==> config.mk <==
export PLATFORM = sky130hd
export DESIGN_NAME = eic_ctrl
export DESIGN_NICKNAME = d
export VERILOG_FILES = /design/src/logic/eic_ctrl_end.v /design/src/logic/eic_ctrl.v /design/src/logic/eic_pin_sync.v
export VERILOG_INCLUDE_DIRS = /design/src /design/src/inc
export SDC_FILE = /design/constraint.sdc
export NUM_CORES = 1
export LEC_CHECK = 0
export BUFFER_PORTS_ARGS = -buffer_cell sky130_fd_sc_hd__clkbuf_2
export CORE_MARGIN = 3
export CORE_UTILIZATION = 42
export CTS_BUF_LIST = sky130_fd_sc_hd__clkbuf_4
export DETAILED_ROUTE_END_ITERATION = 10
export GPL_ROUTABILITY_DRIVEN = 0
export GPL_TIMING_DRIVEN = 0
export HOLD_SLACK_MARGIN = 0.1
export PLACE_DENSITY = 0.77
export SLEW_MARGIN = 30
export SYNTH_ARGS = -nofsm -noshare
export SYNTH_HDL_FRONTEND = slang
export SYNTH_SLANG_ARGS = --single-unit
==> constraint.sdc <==
create_clock -name i_clock -period 2 [get_ports i_clock]
set_clock_uncertainty 0.05 [all_clocks]
set_input_delay 0.1 -clock i_clock [delete_from_list [all_inputs] [get_ports i_clock]]
set_output_delay 0.1 -clock i_clock [all_outputs]
set_load 0.01 [all_outputs]
==> src/inc/eic_defs.vh <==
`ifndef EIC_DEFS_VH
`define EIC_DEFS_VH

// ****************************************************************
// register word indices (byte address = 4 * index)
// ****************************************************************
`define EIC_IDX_CTRL 6'h00
`define EIC_IDX_STATUS 6'h01
`define EIC_IDX_CLEAR 6'h02
`define EIC_IDX_ENABLE 6'h03
`define EIC_IDX_STATE 6'h04

// ****************************************************************
// control register field positions (channel 0 = pin 1)
// ****************************************************************
`define EIC_PRIO_LSB 6
`define EIC_EN_LSB 3
`define EIC_FLAG_LSB 0
`define EIC_CTRL_W 8

// ****************************************************************
// status / enable / clear layout
// ****************************************************************
`define EIC_ST_EVENT_LSB 0
`define EIC_ST_OVR_LSB 2
`define EIC_ST_W 4

// ****************************************************************
// reset values
// ****************************************************************
`define EIC_PRIO_RST 2'h3
`define EIC_EN_RST 2'h0
`define EIC_FLAG_RST 2'h0
`define EIC_ST_RST 4'h0
`define EIC_IE_RST 4'h0
`define EIC_SYNC_RST 2'h0
`define EIC_RDATA_RST 32'h00000000

`endif

==> src/logic/eic_ctrl_end.v <==
`timescale 1ns/1ns
`default_nettype none
`default_nettype wire

==> src/logic/eic_ctrl.v <==
// The implementer's own choices: the Avalon-MM register port and the placing of the registers.
`timescale 1ns/1ns
`default_nettype none

`include "eic_defs.vh"

// Behaviour
// - bits 7,6 select high or low priority
// - bits 4,3 enable each pin's request
// - pin event sets flag; only software clears
// - flag bit 1 zero means no event
// - bits 5,2 read zero, writes ignored
// - reset: priorities one, enables and flags zero

module eic_ctrl (
  input wire i_clock,
  input wire i_resetn,
  input wire i_external_interrupt_pin_1,
  input wire i_external_interrupt_pin_2,
  input wire [7:0] i_address,
  input wire i_read,
  input wire i_write,
  input wire [31:0] i_writedata,
  input wire [3:0] i_byteenable,
  output wire [31:0] o_readdata,
  output wire o_waitrequest,
  output wire o_req_high,
  output wire o_req_low,
  output wire o_irq
);

  // ****************************************************************
  // pin synchronisers
  // ****************************************************************
  wire [1:0] pin_level;
  wire [1:0] pin_rise;

  eic_pin_sync eic_pin_sync_inst (
    .i_clock(i_clock),
    .i_resetn(i_resetn),
    .i_pin({i_external_interrupt_pin_2, i_external_interrupt_pin_1}),
    .o_level(pin_level),
    .o_rise(pin_rise)
  );

  // ****************************************************************
  // state
  // ****************************************************************
  localparam [1:0] BUS_IDLE = 2'h1;
  localparam [1:0] BUS_ANSWER = 2'h2;

  reg [1:0] prio_r;
  reg [1:0] en_r;
  reg [1:0] flag_r;
  reg [3:0] st_r;
  reg [3:0] ie_r;
  reg [1:0] bus_state_r;
  reg [31:0] rdata_r;
  reg req_high_r;
  reg req_low_r;
  reg irq_r;

  wire [1:0] prio_nxt;
  wire [1:0] en_nxt;
  wire [1:0] flag_nxt;
  wire [3:0] st_nxt;
  wire [3:0] ie_nxt;
  reg [1:0] bus_state_nxt;
  reg [31:0] rdata_nxt;
  wire req_high_nxt;
  wire req_low_nxt;
  wire irq_nxt;

  // ****************************************************************
  // bus handshake
  // ****************************************************************
  // one wait cycle on every access: the answer comes from registers,
  // so read data is settled a full cycle before the master takes it
  wire bus_req;
  wire bus_wait;
  wire bus_go;
  wire wr_go;

  assign bus_req = i_read | i_write;
  assign bus_wait = bus_state_r[0];
  assign bus_go = bus_req & ~bus_wait;
  assign wr_go = bus_go & i_write;

  // idle holds waitrequest high; answer lowers it for one cycle
  always @* begin
    bus_state_nxt = bus_state_r;
    case (bus_state_r)
      BUS_IDLE: begin
        if (bus_req) begin
          bus_state_nxt = BUS_ANSWER;
        end
      end
      BUS_ANSWER: begin
        bus_state_nxt = BUS_IDLE;
      end
      default: begin
        // a stray code falls back to idle rather than lock the bus
        bus_state_nxt = BUS_IDLE;
      end
    endcase
  end

  // ****************************************************************
  // register decode
  // ****************************************************************
  wire [5:0] word_idx;
  wire sel_ctrl;
  wire sel_clear;
  wire sel_enable;
  wire ctrl_wr;
  wire clear_wr;
  wire enable_wr;
  wire [1:0] wr_prio;
  wire [1:0] wr_en;
  wire [1:0] wr_flag;
  wire [3:0] wr_clear;

  assign word_idx = i_address[7:2];

  assign sel_ctrl = (word_idx == `EIC_IDX_CTRL);
  assign sel_clear = (word_idx == `EIC_IDX_CLEAR);
  assign sel_enable = (word_idx == `EIC_IDX_ENABLE);

  // only byte lane 0 carries data; other lanes are ignored
  assign ctrl_wr = wr_go & sel_ctrl & i_byteenable[0];
  assign clear_wr = wr_go & sel_clear & i_byteenable[0];
  assign enable_wr = wr_go & sel_enable & i_byteenable[0];

  // write data split into the fields of the control layout
  assign wr_prio = i_writedata[`EIC_PRIO_LSB+1:`EIC_PRIO_LSB];
  assign wr_en = i_writedata[`EIC_EN_LSB+1:`EIC_EN_LSB];
  assign wr_flag = i_writedata[`EIC_FLAG_LSB+1:`EIC_FLAG_LSB];
  // clear strobes per status bit, idle unless the clear word is hit
  assign wr_clear = {`EIC_ST_W{clear_wr}} & i_writedata[`EIC_ST_W-1:0];

  // ****************************************************************
  // per-channel control, flag and status logic
  // ****************************************************************
  wire [1:0] chan_high;
  wire [1:0] chan_low;

  genvar g;
  generate
    for (g = 0; g < 2; g = g + 1) begin : g_chan
      // priority and enable are plain read/write fields
      assign prio_nxt[g] = ctrl_wr ? wr_prio[g] : prio_r[g];
      assign en_nxt[g] = ctrl_wr ? wr_en[g] : en_r[g];

      // event sets regardless of enable; a write in the same cycle
      // cannot drop it, so the set wins
      assign flag_nxt[g] = pin_rise[g] |
        (ctrl_wr ? wr_flag[g] : flag_r[g]);

      // sticky system status: event and overrun (event on a set flag)
      assign st_nxt[`EIC_ST_EVENT_LSB + g] = pin_rise[g] |
        (st_r[`EIC_ST_EVENT_LSB + g] & ~wr_clear[`EIC_ST_EVENT_LSB + g]);
      assign st_nxt[`EIC_ST_OVR_LSB + g] = (pin_rise[g] & flag_r[g]) |
        (st_r[`EIC_ST_OVR_LSB + g] & ~wr_clear[`EIC_ST_OVR_LSB + g]);

      // a channel requests only with flag and enable both set,
      // on the level its priority bit picks
      assign chan_high[g] = flag_nxt[g] & en_nxt[g] &
        prio_nxt[g];
      assign chan_low[g] = flag_nxt[g] & en_nxt[g] &
        ~prio_nxt[g];
    end
  endgenerate

  assign ie_nxt = enable_wr ? i_writedata[`EIC_ST_W-1:0] : ie_r;

  // ****************************************************************
  // requests toward the processor
  // ****************************************************************
  // computed from next values so the outputs leave flip-flops and
  // still follow a flag or write without an extra cycle of lag
  assign req_high_nxt = |chan_high;
  assign req_low_nxt = |chan_low;
  assign irq_nxt = |(st_nxt & ie_nxt);

  // ****************************************************************
  // read path
  // ****************************************************************
  wire [7:0] ctrl_view;
  wire [31:0] view_ctrl;
  wire [31:0] view_status;
  wire [31:0] view_enable;
  wire [31:0] view_state;

  // unimplemented positions are hard zeros, never stored
  assign ctrl_view = {prio_r[1], prio_r[0], 1'b0, en_r[1], en_r[0],
    1'b0, flag_r[1], flag_r[0]};
  assign view_ctrl = {24'h000000, ctrl_view};
  assign view_status = {28'h0000000, st_r};
  assign view_enable = {28'h0000000, ie_r};
  assign view_state = {28'h0000000, req_low_r, req_high_r, pin_level};

  // loaded as the request is first seen, so the word is settled
  // for the whole cycle in which waitrequest is low
  always @* begin
    rdata_nxt = rdata_r;
    if (i_read && bus_wait) begin
      case (word_idx)
        `EIC_IDX_CTRL: begin
          rdata_nxt = view_ctrl;
        end
        `EIC_IDX_STATUS: begin
          rdata_nxt = view_status;
        end
        `EIC_IDX_ENABLE: begin
          rdata_nxt = view_enable;
        end
        `EIC_IDX_STATE: begin
          rdata_nxt = view_state;
        end
        default: begin
          // clear register is write-only; unmapped reads give zero
          rdata_nxt = `EIC_RDATA_RST;
        end
      endcase
    end
  end

  // ****************************************************************
  // control fields
  // ****************************************************************
  always @(posedge i_clock or negedge i_resetn) begin
    if (!i_resetn) begin
      prio_r <= `EIC_PRIO_RST;
      en_r <= `EIC_EN_RST;
    end else begin
      prio_r <= prio_nxt;
      en_r <= en_nxt;
    end
  end

  // ****************************************************************
  // event flags
  // ****************************************************************
  always @(posedge i_clock or negedge i_resetn) begin
    if (!i_resetn) begin
      flag_r <= `EIC_FLAG_RST;
    end else begin
      flag_r <= flag_nxt;
    end
  end

  // ****************************************************************
  // status and interrupt enable
  // ****************************************************************
  always @(posedge i_clock or negedge i_resetn) begin
    if (!i_resetn) begin
      st_r <= `EIC_ST_RST;
      ie_r <= `EIC_IE_RST;
    end else begin
      st_r <= st_nxt;
      ie_r <= ie_nxt;
    end
  end

  // ****************************************************************
  // bus handshake and read data
  // ****************************************************************
  always @(posedge i_clock or negedge i_resetn) begin
    if (!i_resetn) begin
      bus_state_r <= BUS_IDLE;
      rdata_r <= `EIC_RDATA_RST;
    end else begin
      bus_state_r <= bus_state_nxt;
      rdata_r <= rdata_nxt;
    end
  end

  // ****************************************************************
  // request levels
  // ****************************************************************
  always @(posedge i_clock or negedge i_resetn) begin
    if (!i_resetn) begin
      req_high_r <= 1'b0;
      req_low_r <= 1'b0;
      irq_r <= 1'b0;
    end else begin
      req_high_r <= req_high_nxt;
      req_low_r <= req_low_nxt;
      irq_r <= irq_nxt;
    end
  end

  // ****************************************************************
  // outputs
  // ****************************************************************
  assign o_readdata = rdata_r;
  assign o_waitrequest = bus_state_r[0];
  assign o_req_high = req_high_r;
  assign o_req_low = req_low_r;
  assign o_irq = irq_r;

endmodule

`default_nettype wire

==> src/logic/eic_pin_sync.v <==
`timescale 1ns/1ns
`default_nettype none

module eic_pin_sync (
  input wire i_clock,
  input wire i_resetn,
  input wire [1:0] i_pin,
  output wire [1:0] o_level,
  output wire [1:0] o_rise
);

  // ****************************************************************
  // two-flop synchroniser and rising-edge detect, one per pin
  // ****************************************************************
  reg [1:0] meta_r;
  reg [1:0] sync_r;
  reg [1:0] prev_r;
  reg [1:0] rise_r;

  genvar g;
  generate
    for (g = 0; g < 2; g = g + 1) begin : g_pin
      // meta_r feeds sync_r only; pins are asynchronous to i_clock
      always @(posedge i_clock or negedge i_resetn) begin
        if (!i_resetn) begin
          meta_r[g] <= 1'b0;
          sync_r[g] <= 1'b0;
          prev_r[g] <= 1'b0;
          rise_r[g] <= 1'b0;
        end else begin
          meta_r[g] <= i_pin[g];
          sync_r[g] <= meta_r[g];
          prev_r[g] <= sync_r[g];
          rise_r[g] <= sync_r[g] & ~prev_r[g];
        end
      end
    end
  endgenerate

  assign o_level = sync_r;
  assign o_rise = rise_r;

endmodule

`default_nettype wire

Word-level counts from Yosys, hierarchy flattened

Index checks and enable logic that the tools add are counted.

Eq/ne operators: 6
Mux-type cells: 10
Bitwise gates (word level): 40
Reduce and logical (&&, ||, !) cells: 5

Operator list:

| cell                                                                   | count |
|---|---|
| 8-bit case mux with 4 select lines                                     | 1 |
| 1-bit bitwise AND                                                      | 22 |
| 6-bit by 2-bit equality test with 1-bit output (second input constant) | 2 |
| 1-bit inverter                                                         | 9 |
| 4-bit bitwise AND                                                      | 2 |
| 1-bit bitwise OR                                                       | 7 |
| 6-bit by 1-bit equality test with 1-bit output (second input constant) | 1 |
| 6-bit by 3-bit equality test with 1-bit output (second input constant) | 1 |
| 6-bit logical NOT                                                      | 1 |
| 1-bit 2-to-1 mux                                                       | 6 |
| 2-bit 2-to-1 mux                                                       | 2 |
| 4-bit 2-to-1 mux                                                       | 1 |
| 2-bit OR reduction                                                     | 2 |
| 4-bit OR reduction                                                     | 1 |
| 2-bit by 1-bit equality test with 1-bit output (second input constant) | 1 |
| 2-bit inequality test (second input constant)                          | 1 |
| 1-bit logical AND                                                      | 1 |

Flip-flop bits (word level): 59
Input bits: 50
Output and inout bits: 36
Word-level logic and storage cells: 79

Longest topological paths before layout

Depth after elaboration: 11
Mapped depth: 7
Mapped depth without buffers: 5

By module

A second synthesis with hierarchy kept.

Cells, all modules: 168
Area total of the unflattened synthesis: 1740.4 um^2

Modules (own cells, without submodules):

| module       | times used | cells each | area an instance (um^2) | seq. area each (um^2) |
|---|---|---|---|---|
| eic_ctrl     | 1          | 158        | 1512.7                  | 654.4 |
| eic_pin_sync | 1          | 10         | 227.7                   | 200.2 |

Worst setup path after synthesis

No wires, ideal clock.

Path kind: reg-to-reg
Start point: register bus_state_r[0]
End point: register irq_r, in the netlist o_irq
Setup time: 129 ps
Arrival: 1771 ps
Data required time: 1821 ps
Setup slack: 50 ps
Cell stages (with the launch flop): 6
Buffers on the path: 1
Period minus slack after synthesis: 1950 ps
Path through: dfstp_2 > nand3b_1 > buf_1 > nor3_1 > mux2_2 > a2111o_1

Elaborated cells between the ends (all ways): 23
Classes of those cells: mux (1); bitwise (21); reduce/logical (1)

RTL lines:

| what                            | line           | source |
|---|---|---|
| from (decl)                     | eic_ctrl.v:57  | `reg [1:0] bus_state_r;` |
| from (signal assigned)          | eic_ctrl.v:273 | `bus_state_r <= bus_state_nxt;` |
| 1-bit inverter                  | eic_ctrl.v:86  | `assign bus_go = bus_req & ~bus_wait;` |
| 1-bit bitwise AND               | eic_ctrl.v:86  |  |
| 1-bit bitwise AND               | eic_ctrl.v:87  | `assign wr_go = bus_go & i_write;` |
| 1-bit bitwise AND (2 in series) | eic_ctrl.v:132 | `assign enable_wr = wr_go & sel_enable & i_byteenable[0];` |
| 4-bit 2-to-1 mux                | eic_ctrl.v:174 | `` assign ie_nxt = enable_wr ? i_writedata[`EIC_ST_W-1:0] : ie_r; `` |
| net ie_nxt[0]                   | eic_ctrl.v:67  | `wire [3:0] ie_nxt;` |
| 4-bit bitwise AND               | eic_ctrl.v:183 | `assign irq_nxt = \|(st_nxt & ie_nxt);` |
| 4-bit OR reduction              | eic_ctrl.v:183 |  |
| net irq_nxt                     | eic_ctrl.v:72  | `wire irq_nxt;` |
| to (signal assigned)            | eic_ctrl.v:289 | `irq_r <= irq_nxt;` |
| to (decl)                       | eic_ctrl.v:61  | `reg irq_r;` |

The timed path passes the listed nets, and every way through them passes these cells.
A chain may end at the register's enable or synchronous reset.

Worst setup path in the final report

Same ends and word-level chain as after synthesis.

==> run summary <==
Status - finished clean
Gr usage total - 15.2%
Synth top cells by count - dfrtp_1 (31), buf_4 (25), nand2_1 (17), nand3_1 (12), nand4_1 (11)
Worst flop-to-flop path endpoint - o_irq
Layout cell share with drive strength beyond 1 - 32.8%
Core area - 3800 µm²
Synth Cell Area - 1720 µm²
Endpoint, Worst Hold - o_readdata[2]
TritonRoute pass-1 iters - 4
Setup bufs post-CTS - 0
Kind of critical path - reg -> reg
Yosys warns - 0
Power Density - 693 nW/µm²
I/O pins - 86
Fin crit period - 1950 ps
Final Max Tran Viols - 0
Site Rows - 22
Buffer depth of the longest clock path - 2
Initial antenna violation count - 0
PnR Total Power - 1550 µW
Mapped Avg Cell Area - 10.3 µm²
Overflow left after global routing - 0
Synth area leaders - dfrtp_1 (45%), buf_4 (11%), dfstp_2 (4.6%)
Most common cell in the netlist - dfrtp_1
Fin crit share - 97.3%
Die area - 4910 µm²
Clock sinks - 34
Hold Path Class - in -> reg
Port Buffers - 29
Total inserted antenna cells - 0
Total length of routed wires - 3.75 mm
Data arrival time of the worst path - 2110 ps
Filler cell count - 347
Most used DFF post-synth - dfrtp_1
Worst hold path depth - 4
Nets - 290
Slew headroom - 45.6%
Crit Path Max Fanout - 10
DRC Markers - 0
CTS tree - done
Crit path from - bus_state_r[0]
Flops & latches, synth - 34
Largest register FFs - 7
Clock slew at reported path FFs - 110 ps
CTS H-tree lvls - 2
Inserted Clock Buffers - 5
Die width - 70.1 µm
Top-area cell type share of the netlist area - 45.0%
Vias per Instance - 4.94
R2r worst-path depth - 5
Async SR Flop Fraction - 100%
Post-route ant nets - 0
Worst-skew pair later-pin latency - 340 ps
RSZ-0062 raised after global routing - no
R2R Path Start - bus_state_r[0]
Maximum capacitance violations - 0
Largest net degree at the start of global routing - 35
Seq/Total Area, Yosys - 49.6%
DIE HEIGHT - 70.1 µm
Root buffer cell - clkbuf_4
CP required - 2170 ps
Hold Fails Final Rpt - 0
Critical Path Start Type - register
Crit end category - register
Area Overhead vs Synth - 29.8%
R2R Setup Slk - 50 ps
Iteration-0 DRC Markers - 86
First-pass GRT wire length - 5.95 mm
Final core occ - 58.9%
Fmax - 514 MHz
Vias - 1427
Dpl hpwl - 2.73 mm
Initial Util - 45.4%
Slew of the pin with the lowest slew margin - 817 ps
Min-delay src - i_address[4]
Vias in the first global route - 1291
WL/cell - 13.0 µm
Netlist cell types - 45
# setup viols final - 0
Worst VDD drop - 0.000437 V
Lkg Pwr - 0.00115 µW
Post-synth EDFFs - 0
Mapped Cells - 168
Leading area contributor after synthesis - dfrtp_1
## cells by family (layout without fill, tap and decap cells)
| group | Yosys count | in the layout | synth area share (%) |
|---|---|---|---|
| other | 1 | 25 | 0.218 |
| AO/OA/AOI/OAI | 29 | 29 | 14.2 |
| buffers and inverters | 42 | 91 | 15.5 |
| multiplexers | 4 | 4 | 2.40 |
| flip-flops | 34 | 34 | 49.6 |
| AND/OR/NAND/NOR | 58 | 58 | 18.2 |
## layout by cell type (no fill, tap or decap), types with 3 or more instances in the layout
cell type	count
nand2_1	17
dfstp_2	3
a22o_1	4
dlygate4sd3_1	12
clkbuf_1	3
clkbuf_4	5
nor3_2	3
nand4_1	11
nand3_1	12
o31ai_1	4
conb_1	25
buf_4	26
clkbuf_2	29
mux2i_1	3
dfrtp_1	31
a22oi_1	3
inv_1	10
o21ai_0	3
## metal layers
metal / vias up / global-route usage, % / wire length [µm]
met1: 660 / 20.5 / 1640
met3: 8 / 3.88 / 305
met2: 61 / 23.3 / 1760
met5: - / 0 / 0
met4: 0 / 5.74 / 56
li1: 698 / - / -
## worst max-delay path: stages, from the launching register on
cell and delay, ps:
dfstp_2 400, nand3b_1 220, buf_4 220, nor3_2 160, mux2_2 360, a2111o_1 410
## per-stage QoR
step | instances | setup WS [ps] | setup TNS (ps) | hold WS (ps) | area (µm²)
6_report | 289 | 53.6 | 0 | 151 | 2240
5_1_grt | 289 | 3.23 | 0 | 125 | 2240
4_1_cts | 289 | 1.32 | 0 | 121 | 2220
3_5_place_dp | 269 | -121 | -129 | 160 | 2020
3_3_place_gp | 269 | -107 | -107 | 158 | 2020
2_1_floorplan | 192 | 50.4 | 0 | -246 | 1810
## power breakdown
group | switching (µW) | internal, µW
clock network | 236 | 259
registers | 27.2 | 741
logic | 158 | 128
## final cells by class
type                    count  area [µm²]  area share, %
clock buffers               5        37.5           1.68
flip-flops and latches     34         855           38.2
clock inverters             3        40.0           1.79
multi-input cells         116         709           31.7
repair buffers             41         265           11.9
inverters                  11        41.3           1.85
well taps                  48        60.1           2.68
plain buffers              31         229           10.2
## worst max path at each step
stage	end	slack, ps	cells past startpoint
final	o_irq	50	5
after global routing	o_irq	3	5
after CTS	o_irq	1	5
after detailed placement	o_irq	-120	6
after global placement	o_irq	-110	5
after floorplan	o_irq	50	5
## what timing repair did
action / 4_1_cts / 5_1_grt
endpoints found under the hold margin: 48 / 0
setup endpoints to repair: 1 / 1
hold buffers: 12 / 0
pin swaps: 0 / 0
resized for setup: 1 / 4
cloned: 0 / 0
No activity file was read; power rests on OpenSTA's default activity.
